--- config.mk ---
export PLATFORM = sky130hd
export DESIGN_NAME = link_status_bank
export DESIGN_NICKNAME = d
export VERILOG_FILES = /design/src/rtl/link_status_pkg.sv /design/src/rtl/link_status_bank.sv
export VERILOG_INCLUDE_DIRS = /design/src /design/src/rtl
export SDC_FILE = /design/constraint.sdc
export NUM_CORES = 1
export LEC_CHECK = 0
export ABC_AREA = 1
export BUFFER_PORTS_ARGS = -buffer_cell sky130_fd_sc_hd__buf_2
export CORE_MARGIN = 1
export CORE_UTILIZATION = 38
export CTS_BUF_LIST = sky130_fd_sc_hd__clkbuf_2 sky130_fd_sc_hd__clkbuf_4 sky130_fd_sc_hd__clkbuf_8
export CTS_CLUSTER_SIZE = 25
export DETAILED_ROUTE_END_ITERATION = 12
export HOLD_SLACK_MARGIN = 0.03
export PLACE_DENSITY = 0.63
export SLEW_MARGIN = 40
export SYNTH_ARGS = -nofsm -noshare
export SYNTH_HDL_FRONTEND = slang
export SYNTH_SLANG_ARGS = --single-unit
--- constraint.sdc ---
create_clock -name mclk -period 5.15 [get_ports mclk]
set_clock_uncertainty 0.2 [all_clocks]
set_input_delay 0.515 -clock mclk [delete_from_list [all_inputs] [get_ports mclk]]
set_output_delay 0.515 -clock mclk [all_outputs]
set_load 0.02 [all_outputs]
--- src/rtl/link_status_map.svh ---
`ifndef LINK_STATUS_MAP_SVH
`define LINK_STATUS_MAP_SVH
// register indexes, byte address is four times the index
`define IDX_INIT_RESULT 8'h51
`define IDX_LINK_GENERAL 8'h52
`define IDX_GPIO_LEVELS 8'h53
`define IDX_SELFTEST_COUNT 8'h54
`define IDX_CRC_COUNT_LOW 8'h55
`define IDX_CRC_COUNT_HIGH 8'h56
`define IDX_SENSOR_ALARM 8'h57
`define IDX_LINK_CONTROL 8'h60
`define IDX_TEMP_HIGH_LIMIT 8'h61
`define IDX_TEMP_LOW_LIMIT 8'h62
`define IDX_VOLT0_HIGH_LIMIT 8'h63
`define IDX_VOLT0_LOW_LIMIT 8'h64
`define IDX_VOLT1_HIGH_LIMIT 8'h65
`define IDX_VOLT1_LOW_LIMIT 8'h66
`define IDX_IRQ_STATUS 8'h68
`define IDX_IRQ_MASK 8'h69
// field positions
`define BIT_CFG_CHECKSUM_OK 7
`define BIT_INIT_DONE 6
`define BIT_REMOTE_LOCK 6
`define BIT_LINK_LOST_FLAG 4
`define BIT_SELFTEST_ERROR_FLAG 3
`define BIT_FWD_PLL_LOCKED 2
`define BIT_CRC_ERROR_FLAG 1
`define BIT_BC_LINK_VALID 0
`define BIT_CRC_ERROR_CLEAR 3
`define BIT_TEMP_HIGH_ALARM 5
`define BIT_TEMP_LOW_ALARM 4
`define BIT_VOLT1_HIGH_ALARM 3
`define BIT_VOLT1_LOW_ALARM 2
`define BIT_VOLT0_HIGH_ALARM 1
`define BIT_VOLT0_LOW_ALARM 0
// interrupt status bits
`define IRQ_CRC_ERROR 0
`define IRQ_SELFTEST_ERROR 1
`define IRQ_LINK_CHANGE 2
`define IRQ_PLL_LOST 3
`define IRQ_SENSOR_ALARM 4
// reset values
`define RST_FWD_PLL_LOCKED 1'b1
`define RST_BC_LINK_VALID 1'b1
`define RST_HIGH_LIMIT 8'hFF
`define RST_LOW_LIMIT 8'h00
`define RST_IRQ_MASK 5'h00
// bus answers
`define RESP_OKAY 2'h0
`define RESP_SLVERR 2'h2
`endif

--- src/rtl/link_status_pkg.sv ---
package link_status_pkg;
  typedef enum logic [1:0] {
    WR_IDLE = 2'b01,
    WR_RESP = 2'b10
  } wr_state_e;

  typedef struct packed {
    logic initDone;
    logic checksumOk;
    logic remoteLocked;
    logic bcLinkValid;
    logic fwdPllLocked;
    logic crcErrorPulse;
    logic selftestErrorPulse;
  } hw_status_s;

  typedef struct packed {
    logic [7:0] temp;
    logic [7:0] volt0;
    logic [7:0] volt1;
  } sensor_reading_s;

  typedef struct packed {
    wr_state_e wrState;
    logic awHeld;
    logic [7:0] awIdx;
    logic awOk;
    logic wHeld;
    logic [7:0] wData;
    logic wLane0;
    logic awready;
    logic wready;
    logic bvalid;
    logic [1:0] bresp;
    logic arready;
    logic rvalid;
    logic [31:0] rdata;
    logic [1:0] rresp;
    logic initDone;
    logic cksumOk;
    logic prevInitDone;
    logic remoteLock;
    logic linkValid;
    logic pllLock;
    logic linkLostFlag;
    logic crcErrFlag;
    logic selftestFlag;
    logic [7:0] selftestCount;
    logic [15:0] crcCount;
    logic crcClear;
    logic [5:0] alarms;
    logic [5:0] prevBeyond;
    logic [47:0] limits;
    logic [3:0] gpioMeta;
    logic [3:0] gpioLevels;
    logic [4:0] irqStatus;
    logic [4:0] irqMask;
    logic irq;
  } bank_state_s;
endpackage : link_status_pkg
--- src/rtl/link_status_bank.sv ---
// Summary of operation
// - after init, checksum-ok bit 7 set only when fuse configuration checksum passed; resets zero.
// - init-done bit 6 set once power-up initialization and fuse load finish.
// - general status bit 6 mirrors the far-end receiver lock report.
// - link-lost change flag bit 4 sets on any change of back-channel link detect.
// - link-lost flag clears on CRC error clear or forward PLL losing lock.
// - self-test error flag bit 3 sets on self-test error; errors counted separately.
// - general status bit 2 shows forward PLL lock, reset value one.
// - CRC error flag bit 1 sets on errors while link detected; clear control clears.
// - link detect bit 0 high while back-channel link valid, resets to one.
// - GPIO register bits 3:0 show live pin levels, upper bits zero.
// - eight-bit self-test CRC error count readable as whole register.
// - sixteen-bit CRC error count, low byte then high byte, reset zero.
// - temperature high alarm bit 5 above high limit, low alarm bit 4 below.
// - GPIO1 voltage high alarm bit 3 above limit, low alarm bit 2 below.
// - GPIO0 voltage high alarm bit 1 above limit, low alarm bit 0 below.
// - reading sensor status clears alarms; they set again only on new crossing.
`timescale 1ns/1ps
`include "link_status_map.svh"
module link_status_bank #(
  parameter int ADDR_W = 10
) (
  input wire logic mclk, // 100 MHz register clock
  input wire logic nrst, // synchronous reset, active low
  input wire logic [ADDR_W-1:0] awaddr, // write address
  input wire logic [2:0] awprot, // unused protection
  input wire logic awvalid, // write address valid
  output logic awready, // write address ready
  input wire logic [31:0] wdata, // write data
  input wire logic [3:0] wstrb, // byte strobes
  input wire logic wvalid, // write data valid
  output logic wready, // write data ready
  output logic [1:0] bresp, // write response
  output logic bvalid, // write response valid
  input wire logic bready, // write response ready
  input wire logic [ADDR_W-1:0] araddr, // read address
  input wire logic [2:0] arprot, // unused protection
  input wire logic arvalid, // read address valid
  output logic arready, // read address ready
  output logic [31:0] rdata, // read data
  output logic [1:0] rresp, // read response
  output logic rvalid, // read data valid
  input wire logic rready, // read data ready
  input wire link_status_pkg::hw_status_s hwStatus, // link and init status, same clock
  input wire link_status_pkg::sensor_reading_s readings, // sensor readings, same clock
  input wire logic [3:0] gpioPins, // asynchronous gpio pin levels
  output logic irq // level interrupt, high while unmasked event pending
);

  if (ADDR_W < 10 || ADDR_W > 32)
  begin : g_addr_check
    $error("ADDR_W must be 10 to 32");
  end

  link_status_pkg::bank_state_s st;
  link_status_pkg::bank_state_s next_st;

  // word index, byte lanes below bit 2 ignored
  logic [7:0] arIdx;
  logic [7:0] awIdxIn;
  logic arHigh;
  logic awHigh;
  assign arIdx = araddr[9:2];
  assign awIdxIn = awaddr[9:2];

  // index bits above bit 9 must be zero for a hit
  if (ADDR_W > 10)
  begin : g_high
    assign arHigh = |araddr[ADDR_W-1:10];
    assign awHigh = |awaddr[ADDR_W-1:10];
  end
  else
  begin : g_nohigh
    assign arHigh = 1'b0;
    assign awHigh = 1'b0;
  end

  // software-writable indexes; any other write answers with an error
  function automatic logic writable(input logic [7:0] idx);
    begin
      case (idx)
        `IDX_LINK_CONTROL, `IDX_TEMP_HIGH_LIMIT, `IDX_TEMP_LOW_LIMIT,
        `IDX_VOLT0_HIGH_LIMIT, `IDX_VOLT0_LOW_LIMIT, `IDX_VOLT1_HIGH_LIMIT,
        `IDX_VOLT1_LOW_LIMIT, `IDX_IRQ_MASK: writable = 1'b1;
        default: writable = 1'b0;
      endcase
    end
  endfunction : writable

  // status registers plus every writable one
  function automatic logic readable(input logic [7:0] idx);
    begin
      case (idx)
        `IDX_INIT_RESULT, `IDX_LINK_GENERAL, `IDX_GPIO_LEVELS, `IDX_SELFTEST_COUNT,
        `IDX_CRC_COUNT_LOW, `IDX_CRC_COUNT_HIGH, `IDX_SENSOR_ALARM,
        `IDX_IRQ_STATUS: readable = 1'b1;
        default: readable = writable(idx);
      endcase
    end
  endfunction : readable

  // limits packed as temp hi, temp lo, v0 hi, v0 lo, v1 hi, v1 lo
  function automatic int limitSlot(input logic [7:0] idx);
    begin
      limitSlot = 5 - int'(idx - `IDX_TEMP_HIGH_LIMIT);
    end
  endfunction : limitSlot

  // helpers of the comb process, each given a value at its top
  logic [5:0] beyond;
  logic [7:0] generalStatus;
  logic [4:0] events;
  logic doWrite;
  logic doRead;
  logic crcHit;

  always_comb
  begin
    next_st = st;
    // alarm conditions, order matches alarm bit positions
    beyond[`BIT_TEMP_HIGH_ALARM] = readings.temp > st.limits[47:40];
    beyond[`BIT_TEMP_LOW_ALARM] = readings.temp < st.limits[39:32];
    beyond[`BIT_VOLT0_HIGH_ALARM] = readings.volt0 > st.limits[31:24];
    beyond[`BIT_VOLT0_LOW_ALARM] = readings.volt0 < st.limits[23:16];
    beyond[`BIT_VOLT1_HIGH_ALARM] = readings.volt1 > st.limits[15:8];
    beyond[`BIT_VOLT1_LOW_ALARM] = readings.volt1 < st.limits[7:0];
    // bits 7 and 5 of the general image read zero
    generalStatus = 8'h00;
    generalStatus[`BIT_REMOTE_LOCK] = st.remoteLock;
    generalStatus[`BIT_LINK_LOST_FLAG] = st.linkLostFlag;
    generalStatus[`BIT_SELFTEST_ERROR_FLAG] = st.selftestFlag;
    generalStatus[`BIT_FWD_PLL_LOCKED] = st.pllLock;
    generalStatus[`BIT_CRC_ERROR_FLAG] = st.crcErrFlag;
    generalStatus[`BIT_BC_LINK_VALID] = st.linkValid;
    // registered link valid gates errors, so noise at the instant of link return is not counted
    crcHit = hwStatus.crcErrorPulse && st.linkValid;
    events = 5'h00;
    doWrite = 1'b0;
    doRead = 1'b0;

    // live status, sampled every cycle
    // pins change with no regard to mclk: two flops before anything reads them
    next_st.gpioMeta = gpioPins;
    next_st.gpioLevels = st.gpioMeta;
    next_st.remoteLock = hwStatus.remoteLocked;
    next_st.linkValid = hwStatus.bcLinkValid;
    next_st.pllLock = hwStatus.fwdPllLocked;
    next_st.prevInitDone = hwStatus.initDone;
    next_st.prevBeyond = beyond;
    next_st.crcClear = 1'b0;

    // checksum result latched with the init completion edge
    if (hwStatus.initDone && !st.prevInitDone && !st.initDone)
    begin
      next_st.initDone = 1'b1;
      next_st.cksumOk = hwStatus.checksumOk;
    end

    // write channel: address and data taken independently
    if (awvalid && st.awready)
    begin
      next_st.awHeld = 1'b1;
      next_st.awIdx = awIdxIn;
      next_st.awOk = !awHigh && writable(awIdxIn);
    end
    if (wvalid && st.wready)
    begin
      next_st.wHeld = 1'b1;
      next_st.wData = wdata[7:0];
      next_st.wLane0 = wstrb[0];
    end
    // write answer comes one cycle after the later half is taken
    case (st.wrState)
      link_status_pkg::WR_IDLE:
      begin
        // both halves in: readies stay low until the answer is taken
        if (next_st.awHeld && next_st.wHeld)
        begin
          doWrite = next_st.awOk && next_st.wLane0;
          next_st.bresp = next_st.awOk ? `RESP_OKAY : `RESP_SLVERR;
          next_st.bvalid = 1'b1;
          next_st.awHeld = 1'b0;
          next_st.wHeld = 1'b0;
          next_st.wrState = link_status_pkg::WR_RESP;
        end
      end
      link_status_pkg::WR_RESP:
      begin
        if (bready)
        begin
          next_st.bvalid = 1'b0;
          next_st.wrState = link_status_pkg::WR_IDLE;
        end
      end
      default:
      begin
        // stray state code: drop the answer and return to idle
        next_st.bvalid = 1'b0;
        next_st.wrState = link_status_pkg::WR_IDLE;
      end
    endcase
    next_st.awready = !next_st.awHeld && (next_st.wrState == link_status_pkg::WR_IDLE);
    next_st.wready = !next_st.wHeld && (next_st.wrState == link_status_pkg::WR_IDLE);

    // the clear bit is a one-cycle strobe, so it reads back as zero
    if (doWrite)
    begin
      case (next_st.awIdx)
        `IDX_LINK_CONTROL:
          next_st.crcClear = next_st.wData[`BIT_CRC_ERROR_CLEAR];
        `IDX_IRQ_MASK:
          next_st.irqMask = next_st.wData[4:0];
        `IDX_TEMP_HIGH_LIMIT, `IDX_TEMP_LOW_LIMIT, `IDX_VOLT0_HIGH_LIMIT,
        `IDX_VOLT0_LOW_LIMIT, `IDX_VOLT1_HIGH_LIMIT, `IDX_VOLT1_LOW_LIMIT:
          next_st.limits[limitSlot(next_st.awIdx)*8 +: 8] = next_st.wData;
        default:
        begin
          // writable() admits no other index
        end
      endcase
    end

    // read channel, side effects happen when the address is taken
    if (rvalid && rready)
    begin
      next_st.rvalid = 1'b0;
    end
    // no new address while an answer still stands
    if (arvalid && st.arready)
    begin
      doRead = 1'b1;
      next_st.rvalid = 1'b1;
      next_st.rresp = (!arHigh && readable(arIdx)) ? `RESP_OKAY : `RESP_SLVERR;
      next_st.rdata = 32'h0000_0000;
      // unused upper bits of every register read zero
      if (!arHigh)
      begin
        case (arIdx)
          `IDX_INIT_RESULT:
            next_st.rdata[7:0] = {st.cksumOk, st.initDone, 6'h00};
          `IDX_LINK_GENERAL:
            next_st.rdata[7:0] = generalStatus;
          `IDX_GPIO_LEVELS:
            next_st.rdata[7:0] = {4'h0, st.gpioLevels};
          `IDX_SELFTEST_COUNT:
            next_st.rdata[7:0] = st.selftestCount;
          `IDX_CRC_COUNT_LOW:
            next_st.rdata[7:0] = st.crcCount[7:0];
          `IDX_CRC_COUNT_HIGH:
            next_st.rdata[7:0] = st.crcCount[15:8];
          `IDX_SENSOR_ALARM:
            next_st.rdata[7:0] = {2'h0, st.alarms};
          `IDX_LINK_CONTROL:
            next_st.rdata[7:0] = 8'h00; // clear bit self-clears, reads zero
          `IDX_TEMP_HIGH_LIMIT, `IDX_TEMP_LOW_LIMIT, `IDX_VOLT0_HIGH_LIMIT,
          `IDX_VOLT0_LOW_LIMIT, `IDX_VOLT1_HIGH_LIMIT, `IDX_VOLT1_LOW_LIMIT:
            next_st.rdata[7:0] = st.limits[limitSlot(arIdx)*8 +: 8];
          `IDX_IRQ_STATUS:
            next_st.rdata[7:0] = {3'h0, st.irqStatus};
          `IDX_IRQ_MASK:
            next_st.rdata[7:0] = {3'h0, st.irqMask};
          default:
            next_st.rdata[7:0] = 8'h00;
        endcase
      end
    end
    next_st.arready = !next_st.rvalid;

    // clears first, so a same-cycle set below wins
    if (doRead && !arHigh && arIdx == `IDX_SENSOR_ALARM)
    begin
      next_st.alarms = 6'h00;
    end
    if (doRead && !arHigh && arIdx == `IDX_IRQ_STATUS)
    begin
      next_st.irqStatus = 5'h00;
    end
    // self-test flag rides on the same clear; nothing else would ever drop it
    if (st.crcClear)
    begin
      next_st.crcErrFlag = 1'b0;
      next_st.linkLostFlag = 1'b0;
      next_st.crcCount = 16'h0000;
      next_st.selftestFlag = 1'b0;
    end
    // lock loss is the falling edge against the registered copy
    if (st.pllLock && !hwStatus.fwdPllLocked)
    begin
      next_st.linkLostFlag = 1'b0;
      events[`IRQ_PLL_LOST] = 1'b1;
    end

    // sets
    // either direction counts, so a link that is down at release flags at once
    if (hwStatus.bcLinkValid != st.linkValid)
    begin
      next_st.linkLostFlag = 1'b1;
      events[`IRQ_LINK_CHANGE] = 1'b1;
    end
    if (crcHit)
    begin
      next_st.crcErrFlag = 1'b1;
      events[`IRQ_CRC_ERROR] = 1'b1;
      // saturate rather than wrap; an error during a clear leaves a count of one
      if (!st.crcClear && st.crcCount != 16'hFFFF)
      begin
        next_st.crcCount = st.crcCount + 16'h0001;
      end
      else if (st.crcClear)
      begin
        next_st.crcCount = 16'h0001;
      end
    end
    if (hwStatus.selftestErrorPulse)
    begin
      next_st.selftestFlag = 1'b1;
      events[`IRQ_SELFTEST_ERROR] = 1'b1;
      // saturation keeps the count from wrapping to a misleading small value
      if (st.selftestCount != 8'hFF)
      begin
        next_st.selftestCount = st.selftestCount + 8'h01;
      end
    end
    // only a fresh crossing sets an alarm, so a held excursion stays cleared after a read
    if (|(beyond & ~st.prevBeyond))
    begin
      next_st.alarms = next_st.alarms | (beyond & ~st.prevBeyond);
      events[`IRQ_SENSOR_ALARM] = 1'b1;
    end
    // irq from the next status, so it rises with the sticky bit, not a cycle later
    next_st.irqStatus = next_st.irqStatus | events;
    next_st.irq = |(next_st.irqStatus & next_st.irqMask);
  end

  // limits reset wide open, so nothing alarms until software narrows them
  always_ff @(posedge mclk)
  begin
    if (!nrst)
    begin
      // clear everything, then the few fields with their own reset values
      st <= '0;
      st.wrState <= link_status_pkg::WR_IDLE;
      st.awready <= 1'b1;
      st.wready <= 1'b1;
      st.arready <= 1'b1;
      st.pllLock <= `RST_FWD_PLL_LOCKED;
      st.linkValid <= `RST_BC_LINK_VALID;
      st.limits <= {`RST_HIGH_LIMIT, `RST_LOW_LIMIT, `RST_HIGH_LIMIT, `RST_LOW_LIMIT,
                    `RST_HIGH_LIMIT, `RST_LOW_LIMIT};
      st.irqMask <= `RST_IRQ_MASK;
      // all-ones prior state stops a reading already beyond a limit from alarming at release
      st.prevBeyond <= 6'h3F;
    end
    else
    begin
      st <= next_st;
    end
  end

  // every output straight from the state register
  assign awready = st.awready;
  assign wready = st.wready;
  assign bvalid = st.bvalid;
  assign bresp = st.bresp;
  assign arready = st.arready;
  assign rvalid = st.rvalid;
  assign rdata = st.rdata;
  assign rresp = st.rresp;
  assign irq = st.irq;

endmodule : link_status_bank

* After elaboration in Yosys (flattened, before gate mapping)
Cells that the tools add are included.
** Storage, ports and cells
- Bits in writable memories :: 0
- Output and inout bits :: 42
- Input bits :: 104
- Bits in read-only memories :: 0
- Flip-flop bits (word level) :: 152
- Memories kept :: 0
- Bits in latches :: 0
- Word-level logic and storage cells :: 177
** Operators by class
- Reductions and logical operators :: 37
- Add/sub/neg operators :: 7
- Divide/modulo/power cells :: 0
- Shifts and indexed selects :: 3
- Multiplexer cells :: 44
- Bitwise operators :: 5
- $lt $le $gt $ge :: 6
- $mul :: 0
- Equality and inequality tests :: 40
** Operators with widths (number)
- 8-bit by 7-bit == test with 1-bit output (second input constant) :: 32
- 8-bit case mux with 10 select lines :: 1
- 16-bit 2-to-1 mux :: 4
- 48-bit bitwise mux :: 1
- 8-bit by 33-bit variable shift with 48-bit output (first input constant) :: 1
- 48-bit by 13-bit indexed part select with 8-bit output :: 1
- 8-bit by 33-bit indexed part select with 48-bit output :: 1
- 35-bit 2-to-1 mux :: 1
- 13-bit negation with 33-bit output :: 1
- 8-bit > comparator :: 3
- 8-bit less-than comparator :: 3
- 8-bit OR reduction :: 3
- 1-bit 2-to-1 mux :: 20
- 10-bit 2-to-1 mux :: 2
- 4-bit by 9-bit subtractor with 10-bit output (first input constant) :: 2
- 6-bit OR reduction :: 3
- 8-bit by 7-bit subtractor with 9-bit output (second input constant) :: 2
- 16-bit by 1-bit adder with 16-bit output (second input constant) :: 1
- 16-bit != test (second input constant) :: 1
- 1-bit logical AND :: 15
- 5-bit 2-to-1 mux :: 3
- 6-bit 2-to-1 mux :: 2
- 3-bit 2-to-1 mux :: 3
- 9-bit 2-to-1 mux :: 1
- 21 further kinds :: 35

* Longest topological paths before layout
Gate-level depths: netlist of run 1.
- Word-level depth :: 10
- Gate-level depth with buffers :: 33
- Depth with buffers taken out :: 29

* Least setup slack after synthesis of run 1
Ideal clock, no wire load.
- Kind :: input to register
- Start point :: input awvalid
- End point :: register st[63] in the netlist's numbering
- Required time :: 4.886 ns
- Library setup time :: 0.064 ns
- Cell stages on the path :: 31
- Arrival :: 4.236 ns
- Setup slack :: 0.650 ns
- Cells stage by stage :: buf_6 nand2_8 buf_8 nand2_2 nand2_2 clkbuf_1 ha_1 nand2_1 nand2_1 inv_1 ha_1 inv_1 nand3_2 nor2_2 nand2_1 inv_2 nand2_1 nand2_2 nand3_1 ha_1 nor2_1 nand2_1 nor4_1 nand3_2 nor2_8 inv_2 nor2_8 buf_6 buf_6 nand4_1 nand3_1
** Between the ends
- Word-level cells in the longest chain between the ends :: 7
- Elaborated cells between the ends (all ways) :: 20
- Those cells by class :: add/sub: 3; eq/ne: 6; shift: 2; mux: 4; reduce/logical: 5
** RTL lines
- start: declaration :: RTL line link_status_bank.sv:27 : input wire logic awvalid,
- 1-bit logical AND (*) :: RTL line link_status_bank.sv:160 : if (awvalid && st.awready)
- 10-bit 2-to-1 mux (*) :: RTL line link_status_bank.sv:160
- 8-bit by 7-bit subtractor with 9-bit output (no source line)
- 4-bit by 9-bit subtractor with 10-bit output :: RTL line link_status_bank.sv:105 : limitSlot = 5 - int'(idx - `IDX_TEMP_HIGH_LIMIT);
- 13-bit negation with 33-bit output :: RTL line link_status_bank.sv:215 : next_st.limits[limitSlot(next_st.awIdx)*8 +: 8] = next_st.wData;
- 8-bit by 33-bit indexed part select with 48-bit output / 8-bit by 33-bit variable shift with 48-bit output (equally long branches) :: RTL line link_status_bank.sv:215
- 48-bit bitwise mux :: RTL line link_status_bank.sv:215
- end signal: assignment :: RTL line link_status_bank.sv:356 : st <= next_st;
- end: declaration :: RTL line link_status_bank.sv:55 : link_status_pkg::bank_state_s st;
Mark *: on every way between the ends. The rest lies on a longest branch, timed or not.
A chain may end at the register's enable or synchronous reset.

* Worst setup path in the final report of run 1
- Start point :: register awready (netlist name)
- End point :: register st[45] in the netlist's numbering
** Between the ends
- Word-level cells in the longest chain between the ends :: 7
- Elaborated cells between the ends (all ways) :: 20
- Those cells by class :: add/sub: 3; eq/ne: 6; shift: 2; mux: 4; reduce/logical: 5
** RTL lines (RTL line)
- 1-bit logical AND (*) :: link_status_bank.sv:160
- 10-bit 2-to-1 mux (*) :: link_status_bank.sv:160
- 8-bit by 7-bit subtractor with 9-bit output (no source line)
- 4-bit by 9-bit subtractor with 10-bit output :: link_status_bank.sv:105
- 13-bit negation with 33-bit output :: link_status_bank.sv:215
- 8-bit by 33-bit indexed part select with 48-bit output / 8-bit by 33-bit variable shift with 48-bit output (equally long branches) :: link_status_bank.sv:215
- 48-bit bitwise mux :: link_status_bank.sv:215
Marks and branches as above.

==> results.py, run 1 <==
metrics = {
    "timing": {
        "worstMarginPinSlew_ns": 0.854,
        "whs_ns": 0.0557,
        "period_share": 0.896,
        "max_freq_mhz": 217,
        "rsz0062_at_grt": "false",
        "setup_ws_ns": 0.534,
        "slew_headroom": 0.425,
        "hold_viol_final": 0,
        "setup_violations": 0,
        "drv_slew": 0,
        "setup_tns_ns": 0,
        "period_needed_ns": 4.62,
    },
    "power_and_ir_drop": {
        "internal_power_uw": 2060,
        "leakage_uw": 0.00496,
        "sw_frac_of_total": 0.435,
        "p_seq_frac": 0.349,
        "switchingPower_uw": 1580,
        "power_per_cell_area_nw_per_um2": 352,
        "ir_drop_v": 0.000182,
        "combPwrFrac": 0.391,
        "pwr-share-clk": 0.259,
    },
    "place": {
        "io_buffers": 82,
        "place.gp.congestion": 0.890,
        "dpl_worst_slack_ns": 0.286,
        "placed_cell_area_um2": 9890,
        "post-dp-hpwl_um": 19500,
    },
    "worst_setup_path": {
        "r2r-start": "awready",
        "required_ns": 5.27,
        "r2r_cells": 26,
        "crit_start": "awready",
        "critPathMaxFanout": 17,
        "critical_path_class": "reg -> reg",
        "cp-start-kind": "flop",
        "worstSetupEndpointType": "flop",
        "cp.arrival_ns": 4.73,
    },
    "hold_path": {
        "hp-start": "gpioPins[1]",
        "hp-class": "in -> reg",
        "hold_path_depth": 3,
    },
    "clock_network": {
        "clock-root-buffer": "clkbuf_8",
        "clk_pin_slew_worst_paths_ns": 0.08,
        "clock_sinks": 150,
        "cts_buffer_depth": 2,
        "cts_tree": "built",
        "clk_latency_ns": 0.48,
        "numCtsBuffers": 17,
        "h-tree-depth": 4,
    },
    "detailed_routing": {
        "dr_wl_met2_um": 11200,
        "drt_iter0_markers": 559,
        "drc": 0,
        "vias": 8750,
        "wl_met1_um": 11800,
        "via_per_inst": 4.97,
        "route.met3.wl_um": 1330,
        "postRouteAntennaNets": 0,
        "dr.pass1.iters": 5,
        "highest_layer": "met4",
        "drt-total-wl_um": 25000,
        "wl_per_cell_um": 14.2,
    },
    "logic_synthesis": {
        "yosysWarningCount": 0,
        "yosysSeqAreaShare": 0.321,
        "syn_area_per_cell_um2": 6.91,
        "synth.distinct_cells": 53,
        "syn_inst": 1355,
        "synth_area_um2": 9370,
        "ys_ff_latch": 150,
    },
    "floorplan": {
        "die_h_um": 159,
        "die_w_um": 159,
        "io_pins": 146,
        "die_area_um2": 25300,
        "floorplan.initialDensity": 0.386,
        "rows": 57,
        "design.core.area_um2": 24200,
    },
    "finish": {
        "syn_to_final_growth_pct": 10.5,
        "post-route-util": 0.427,
        "fin_area_um2": 10300,
        "nNetsFinal": 1595,
        "num_antenna_cells": 0,
        "drive_gt1_frac": 0.143,
    },
    "flow_run": {
        "drv_cap": 0,
    },
    "global_routing": {
        "grt_pass1_wl_um": 40800,
        "grt_max_degree": 75,
        "grt-ovfl-total": 0,
        "antenna_found_initial": 0,
        "track_usage": 0.203,
        "grt_pass1_vias": 8076,
    },
    "status": {
        "outcome": "complete, no violations",
    },
}
## metrics by stage
stage / cells / total power [uW]
detailed placement: 1724 / 2710
CTS: 1760 / 3660
global placement: 1724 / 2680
floorplan: 1380 / 2400
finish: 1760 / 3640
global route: 1760 / 3890
## cell usage in the layout (no fill, tap or decap), types with 5 or more instances in the layout
cell type,n
or2_2,10
o21ai_1,16
nand3_2,7
inv_2,11
clkbuf_8,18
nand2_2,19
xor2_1,7
nand2_4,5
buf_2,82
o211ai_1,9
dfxtp_1,149
o22ai_1,5
ha_1,68
conb_1,26
nand3_1,60
nor3_1,13
o21ai_0,70
nor2_1,149
nand2_1,276
inv_1,187
a221oi_1,7
a211oi_1,6
buf_4,10
nor2_2,9
nand4_1,51
a21oi_1,100
inv_6,5
## cell families (layout without fill, tap and decap cells)
kind of cell	count (synthesis)	count (layout)	share of synthesized area
buf+inv	274	330	0.131
simple gates	622	622	0.311
fa+ha+maj	68	68	0.0908
xor+xnor	9	9	0.00922
flops	150	150	0.321
compound gates	228	228	0.134
mux	3	3	0.00321
other cells	1	26	0.000400
## state kept, by name (all words and copies together), names as in the netlist
signal / cells
bresp: 1
wready: 1
bvalid: 1
rresp: 1
generalStatus: 6
next_st: 4
irq: 1
rvalid: 1
arready: 1
awready: 1
st: 124
rdata: 8
## cell usage after synthesis, drive strengths merged
master / count / area share
xnor2: 2 / 0.0027
o21bai: 1 / 0.00080
o22ai: 5 / 0.0033
or2: 10 / 0.0067
and3: 1 / 0.00067
inv: 198 / 0.079
nor3: 16 / 0.0091
conb: 1 / 0.00040
o21a: 1 / 0.00080
a21boi: 1 / 0.00080
a31oi: 1 / 0.00067
nor2: 165 / 0.078
xor2: 7 / 0.0065
a22o: 1 / 0.00094
o21ai: 89 / 0.049
nand2: 301 / 0.13
o221ai: 3 / 0.0028
nand3: 69 / 0.043
a31o: 1 / 0.00094
nand4: 52 / 0.036
o31ai: 2 / 0.0016
ha: 68 / 0.091
nor4: 4 / 0.0027
a21oi: 100 / 0.053
a221oi: 7 / 0.0065
clkbuf: 23 / 0.0092
a211oi: 6 / 0.0048
buf: 49 / 0.040
nand3b: 2 / 0.0016
mux2i: 3 / 0.0032
clkinv: 4 / 0.0016
o211ai: 9 / 0.0072
dfxtp: 150 / 0.32
o2111ai: 1 / 0.00094
and2: 2 / 0.0013
## what timing repair did
action	4_1_cts	5_1_grt
hold buffers	4	0
buffers inserted	0	0
resized for setup	0	1
endpoints found under the hold margin	4	0
endpoints found under the setup margin	0	37
## routing by layer
layer  global-route usage  vias up
met1                0.273     3949
met5                    0        -
met4               0.0778        0
met3               0.0323       43
li1                     -     4492
met2                0.326      266
## cell type report
type / count / area, um2
Inverter: 202 / 758
Fill cell: 2598 / 13900
Tap cell: 324 / 405
Multi-Input combinational cell: 956 / 5250
Timing Repair Buffer: 96 / 526
Sequential cell: 150 / 3000
Clock inverter: 14 / 163
Clock buffer: 18 / 248
## power groups by stage
| stage | clock, uW | sequential (uW) | combinational, uW |
|---|---|---|---|
| 5_1_grt | 1010 | 1280 | 1600 |
| 2_1_floorplan | 0 | 1290 | 1100 |
| 3_5_place_dp | 0 | 1300 | 1410 |
| 4_1_cts | 962 | 1270 | 1430 |
| 3_3_place_gp | 0 | 1300 | 1380 |
| 6_report | 944 | 1270 | 1430 |
## critical path, stage by stage (launching register included)
cell and delay (ns):
dfxtp_2 0.47, nand2_8 0.16, nand2_1 0.09, nand2_1 0.18
ha_1 0.27, inv_1 0.09, nand2_2 0.06, nand2_1 0.05
inv_1 0.06, ha_1 0.22, inv_1 0.10, nand3_2 0.11
o21ai_1 0.15, nand2_1 0.11, nor2_1 0.21, nand3_1 0.12
ha_1 0.30, nor2_1 0.09, nand2_1 0.06, nor4_1 0.30
nand3_2 0.19, nor2_8 0.17, inv_2 0.07, nor2_8 0.23
nand3_2 0.24, nand2_1 0.12, nand3_1 0.07
## path summary, 6_finish.rpt
check,endpoint,slack [ns]
min reg2reg,st[14],0.22
max,st[45],0.53
min,next_st[12],0.06
max reg2reg,st[45],0.53
Note: power is estimated with default switching activity, not from simulation.
==> run 2, diff against run 1 <==
--- a/config.mk
+++ b/config.mk
@@ -15,6 +15,7 @@
 export DETAILED_ROUTE_END_ITERATION = 12
 export HOLD_SLACK_MARGIN = 0.03
 export PLACE_DENSITY = 0.63
+export RECOVER_POWER = 25
 export SLEW_MARGIN = 40
 export SYNTH_ARGS = -nofsm -noshare
 export SYNTH_HDL_FRONTEND = slang
==> run 2 against run 1 <==
Against the previous run: cell area fell by 0.19%; hold slack about the same; power is 0.27% lower; highest routed layer unchanged; die area unchanged; critical endpoint unchanged; clock power hardly changed; cell count is the same.
==> results.py, run 2 (synthesis gave the netlist of run 1 again) <==
metrics = {
    "finish": {
        "final_cell_mix": "nand2_1 (276), inv_1 (189), nor2_1 (150)",
        "syn_to_final_growth_pct": 10.3,
        "regMostFlops": "st",
        "final_common_cell": "nand2_1",
        "largest_reg_flops": 124,
        "num_antenna_cells": 0,
        "nNetsFinal": 1595,
        "drive_gt1_frac": 0.134,
        "post-route-util": 0.426,
        "final_cells": 1760,
    },
    "global_routing": {
        "grt_pass1_vias": 8076,
        "grt_pass1_wl_um": 40800,
        "grt-ovfl-total": 0,
        "antenna_found_initial": 0,
        "track_usage": 0.203,
        "grt_max_degree": 75,
    },
    "place": {
        "place.gp.congestion": 0.890,
        "post-dp-hpwl_um": 19500,
        "io_buffers": 82,
        "placed_cells_incl_taps": 1724,
    },
    "hold_path": {
        "hp-start": "gpioPins[1]",
        "hp-class": "in -> reg",
    },
    "power_and_ir_drop": {
        "leakage_uw": 0.00493,
        "ir_drop_v": 0.000182,
        "power_per_cell_area_nw_per_um2": 352,
    },
    "floorplan": {
        "floorplan.initialDensity": 0.386,
        "io_pins": 146,
        "die_area_um2": 25300,
        "die_h_um": 159,
        "rows": 57,
        "die_w_um": 159,
        "design.core.area_um2": 24200,
    },
    "timing": {
        "hold_viol_final": 0,
        "whs_ns": 0.0554,
        "period_share": 0.892,
        "worstMarginPinSlew_ns": 0.951,
        "drv_slew": 0,
        "slew_headroom": 0.364,
        "period_needed_ns": 4.59,
        "setup_tns_ns": 0,
        "setup_violations": 0,
        "max_freq_mhz": 218,
        "rsz0062_at_grt": "false",
    },
    "detailed_routing": {
        "drc": 0,
        "vias": 8709,
        "drt_iter0_markers": 577,
        "drt-total-wl_um": 25000,
        "via_per_inst": 4.95,
        "dr.pass1.iters": 6,
        "postRouteAntennaNets": 0,
        "wl_per_cell_um": 14.2,
    },
    "clock_network": {
        "clock-root-buffer": "clkbuf_8",
        "clock_sinks": 150,
        "cts_tree": "built",
        "numCtsBuffers": 17,
        "post_cts_buffers": 0,
        "h-tree-depth": 4,
        "cts_buffer_depth": 2,
        "clk_pin_slew_worst_paths_ns": 0.08,
        "clk_latency_ns": 0.48,
    },
    "worst_setup_path": {
        "r2r-start": "awready",
        "required_ns": 5.26,
        "critical_path_class": "reg -> reg",
        "cp-start-kind": "flop",
        "critPathMaxFanout": 17,
        "cp.arrival_ns": 4.71,
        "worstSetupEndpointType": "flop",
        "crit_start": "awready",
    },
    "status": {
        "outcome": "complete, no violations",
    },
    "flow_run": {
        "drv_cap": 0,
    },
}
run 2: changes by cell type in the layout (fill, tap and decap cells not counted):
cell      delta
inv_2        -2
o21ai_0      +2
o21ai_2      -1
nor2_2       -1
o21ai_1      -1
buf_4        -1
nor2_1       +1
inv_1        +2
buf_2        -8
clkbuf_1     +9
run 2: per-layer routing:
layer	vias to the layer above	part of all wire	global-route usage
met4	0	0.028	0.0778
met1	3919	0.47	0.273
met3	40	0.054	0.0323
met2	257	0.45	0.326
li1	4493	-	-
met5	-	0	0
run 2: path summary, 6_finish.rpt:
kind,to,slack [ns],cells after the start
min reg2reg,st[14],0.22,2
min,next_st[12],0.06,3
max reg2reg,st[45],0.56,26
max,st[45],0.56,26
run 2: power breakdown:
part	total (uW)	internal, uW	leakage (uW)	switching [uW]
logic	1420	406	0.00350	1010
clock network	943	419	0.000205	524
registers	1270	1230	0.00122	42.9
run 2: layout make-up:
| type | instances | area, um2 |
|---|---|---|
| Clock inverter | 14 | 163 |
| Clock buffer | 18 | 248 |
| Timing Repair Buffer | 96 | 512 |
| Inverter | 202 | 758 |
| Sequential cell | 150 | 3000 |
| Fill cell | 2604 | 13900 |
| Multi-Input combinational cell | 956 | 5240 |
| Tap cell | 324 | 405 |
run 2: what timing repair did:
item	CTS	global route
endpoints found under the hold margin	4	0
gates resized for setup	0	1
endpoints found under the setup margin	0	37
hold buffers	4	0
run 2: per-stage QoR:
stage | area [um2] | power, uW | setup slack [ns]
finish | 10300 | 3630 | 0.556
CTS | 10300 | 3660 | 0.353
detailed placement | 9890 | 2710 | 0.286
floorplan | 9460 | 2400 | 0.650
global route | 10300 | 3880 | 0.0407
global placement | 9890 | 2680 | 0.334
run 2: worst max-delay path, stage by stage, from the launching register on:
cell and delay (ns):
dfxtp_2 0.47, nand2_8 0.15, nand2_1 0.09, nand2_1 0.17
ha_1 0.27, inv_1 0.09, nand2_2 0.06, nand2_1 0.05
inv_1 0.06, ha_1 0.22, inv_1 0.10, nand3_2 0.11
o21ai_1 0.15, nand2_1 0.11, nor2_1 0.21, nand3_1 0.12
ha_1 0.30, nor2_1 0.09, nand2_1 0.06, nor4_1 0.30
nand3_2 0.19, nor2_8 0.17, inv_2 0.07, nor2_8 0.22
nand3_2 0.23, nand2_1 0.12, nand3_1 0.07
==> run 3, diff against run 2 <==
--- a/config.mk
+++ b/config.mk
@@ -9,12 +9,12 @@
 export ABC_AREA = 1
 export BUFFER_PORTS_ARGS = -buffer_cell sky130_fd_sc_hd__buf_2
 export CORE_MARGIN = 1
-export CORE_UTILIZATION = 38
+export CORE_UTILIZATION = 45
 export CTS_BUF_LIST = sky130_fd_sc_hd__clkbuf_2 sky130_fd_sc_hd__clkbuf_4 sky130_fd_sc_hd__clkbuf_8
 export CTS_CLUSTER_SIZE = 25
 export DETAILED_ROUTE_END_ITERATION = 12
 export HOLD_SLACK_MARGIN = 0.03
-export PLACE_DENSITY = 0.63
+export PLACE_DENSITY = 0.72
 export RECOVER_POWER = 25
 export SLEW_MARGIN = 40
 export SYNTH_ARGS = -nofsm -noshare
==> constraint.sdc (replaced) <==
create_clock -name mclk -period 5.2 [get_ports mclk]
set_clock_uncertainty 0.2 [all_clocks]
set_input_delay 0.52 -clock mclk [delete_from_list [all_inputs] [get_ports mclk]]
set_output_delay 0.52 -clock mclk [all_outputs]
set_load 0.02 [all_outputs]
==> run 3 against run 2 <==
Against the previous run: utilization up 8.1 points; largest power group unchanged; clock power up 4.9%; via count grew 0.45%; critical path type unchanged; the run now ends with capacitance limit, slew limit left; critical path depth grew 2; cell count fell by 3.0%.
==> results.py, run 3 (synthesis gave the netlist of run 1 again) <==
metrics = {
    "global_routing": {
        "antenna_found_initial": 0,
        "grtUsageMet3": 0.0419,
        "grt-ovfl-total": 0,
        "grt_max_degree": 76,
        "grt_pass1_wl_um": 38100,
        "track_usage": 0.225,
        "grt_pass1_vias": 7810,
        "met1_usage": 0.293,
        "grt.met2_usage": 0.367,
        "busiest_layer": "met2",
    },
    "clock_network": {
        "clk_latency_ns": 0.47,
        "clock_sinks": 150,
        "clock-root-buffer": "clkbuf_8",
        "clk_pin_slew_worst_paths_ns": 0.09,
        "h-tree-depth": 4,
        "cts_tree": "built",
        "numCtsBuffers": 17,
        "cts_buffer_depth": 2,
    },
    "place": {
        "post-dp-hpwl_um": 18500,
        "placed_cells_incl_taps": 1668,
        "io_buffers": 82,
        "place.gp.congestion": 0.943,
        "dpl_worst_slack_ns": 0.328,
    },
    "worst_setup_path": {
        "cp.arrival_ns": 4.73,
        "cp-start-kind": "flop",
        "critical_path_class": "reg -> reg",
        "cpMostUsedCell": "nand2_1",
        "critPathMaxFanout": 17,
        "slowest_delay_ns": 0.47,
        "crit_path_top_delay_cell": "dfxtp_2",
        "required_ns": 5.23,
        "worstSetupEndpointType": "flop",
    },
    "status": {
        "violations": "capacitance limit, slew limit",
        "outcome": "finished with violations",
    },
    "detailed_routing": {
        "via_per_inst": 5.12,
        "dr.pass1.iters": 8,
        "postRouteAntennaNets": 0,
        "drt-total-wl_um": 24200,
        "drc": 0,
        "wl_per_cell_um": 14.2,
        "drt_iter0_markers": 648,
        "vias": 8748,
    },
    "finish": {
        "syn_to_final_growth_pct": 9.89,
        "final_common_cell": "nand2_1",
        "final_cells": 1707,
        "largest_reg_flops": 124,
        "num_antenna_cells": 0,
        "regMostFlops": "st",
        "final_cell_mix": "nand2_1 (276), inv_1 (188), nor2_1 (149), dfxtp_1 (149), a21oi_1 (100)",
        "fill_cells": 2030,
        "nNetsFinal": 1596,
        "drive_gt1_frac": 0.131,
    },
    "timing": {
        "slew_headroom": -1.22,
        "max_freq_mhz": 212,
        "period_share": 0.905,
        "rsz0062_at_grt": "false",
        "period_needed_ns": 4.71,
        "drv_slew": 76,
        "hold_viol_final": 0,
        "worstMarginPinSlew_ns": 3.33,
        "setup_tns_ns": 0,
        "setup_violations": 0,
        "setup_ws_ns": 0.492,
    },
    "power_and_ir_drop": {
        "leakage_uw": 0.00492,
        "power_per_cell_area_nw_per_um2": 353,
        "ir_drop_v": 0.000186,
    },
    "floorplan": {
        "die_h_um": 146,
        "io_pins": 146,
        "design.core.area_um2": 20300,
        "die_w_um": 146,
        "rows": 52,
        "floorplan.initialDensity": 0.461,
        "die_area_um2": 21400,
    },
    "hold_path": {
        "hp-class": "in -> reg",
    },
    "flow_run": {
        "drv_cap": 1,
    },
}
[run 3: repair_timing]
| action | CTS | global route |
|---|---|---|
| resized for setup | 0 | 1 |
| endpoints found under the setup margin | 0 | 5 |
| hold buffers | 6 | 0 |
| hold endpoints to repair | 6 | 0 |
| setup buffers | 0 | 1 |
[run 3: stage by stage]
step / utilization / hold WS (ns) / total power, uW / cell area (um2)
floorplan: - / 0.190 / 2370 / 9460
global placement: 0.483 / 0.205 / 2630 / 9800
detailed placement: 0.483 / 0.201 / 2660 / 9810
CTS: 0.507 / 0.0580 / 3650 / 10300
global route: 0.507 / 0.0682 / 3860 / 10300
finish: 0.507 / 0.0880 / 3640 / 10300
[run 3: power by group]
part,internal [uW],switching [uW]
combinational,402,985
clock,465,524
sequential,1220,41.9
[run 3: final timing paths]
check,start,to,slack (ns),cells after the start
max reg2reg,awready,st[30],0.49,28
min reg2reg,next_st[11],st[11],0.22,2
max,awready,st[30],0.49,28
min,hwStatus[3],generalStatus[0],0.09,2
[run 3: metal layers]
metal / routed length [um] / up-vias
met3: 1650 / 41
met5: 0 / -
met2: 11100 / 285
li1: - / 4496
met4: 660 / 0
met1: 10800 / 3926
[run 3: layout make-up]
cell class / count / area [um2] / share of cell area
Sequential cell: 150 / 3000 / 0.292
Inverter: 202 / 758 / 0.0737
Clock inverter: 14 / 183 / 0.0178
Timing Repair Buffer: 97 / 514 / 0.0500
Clock buffer: 18 / 248 / 0.0241
Multi-Input combinational cell: 956 / 5250 / 0.510
Tap cell: 270 / 338 / 0.0328
[run 3: critical path, delay by kind of cell, from the launching register on]
family / cells / cell delay, ns
adder cells (fa/ha/maj): 3 / 0.78
AND/OR/NAND/NOR: 20 / 2.64
buffers and inverters: 5 / 0.37
flip-flops: 1 / 0.47
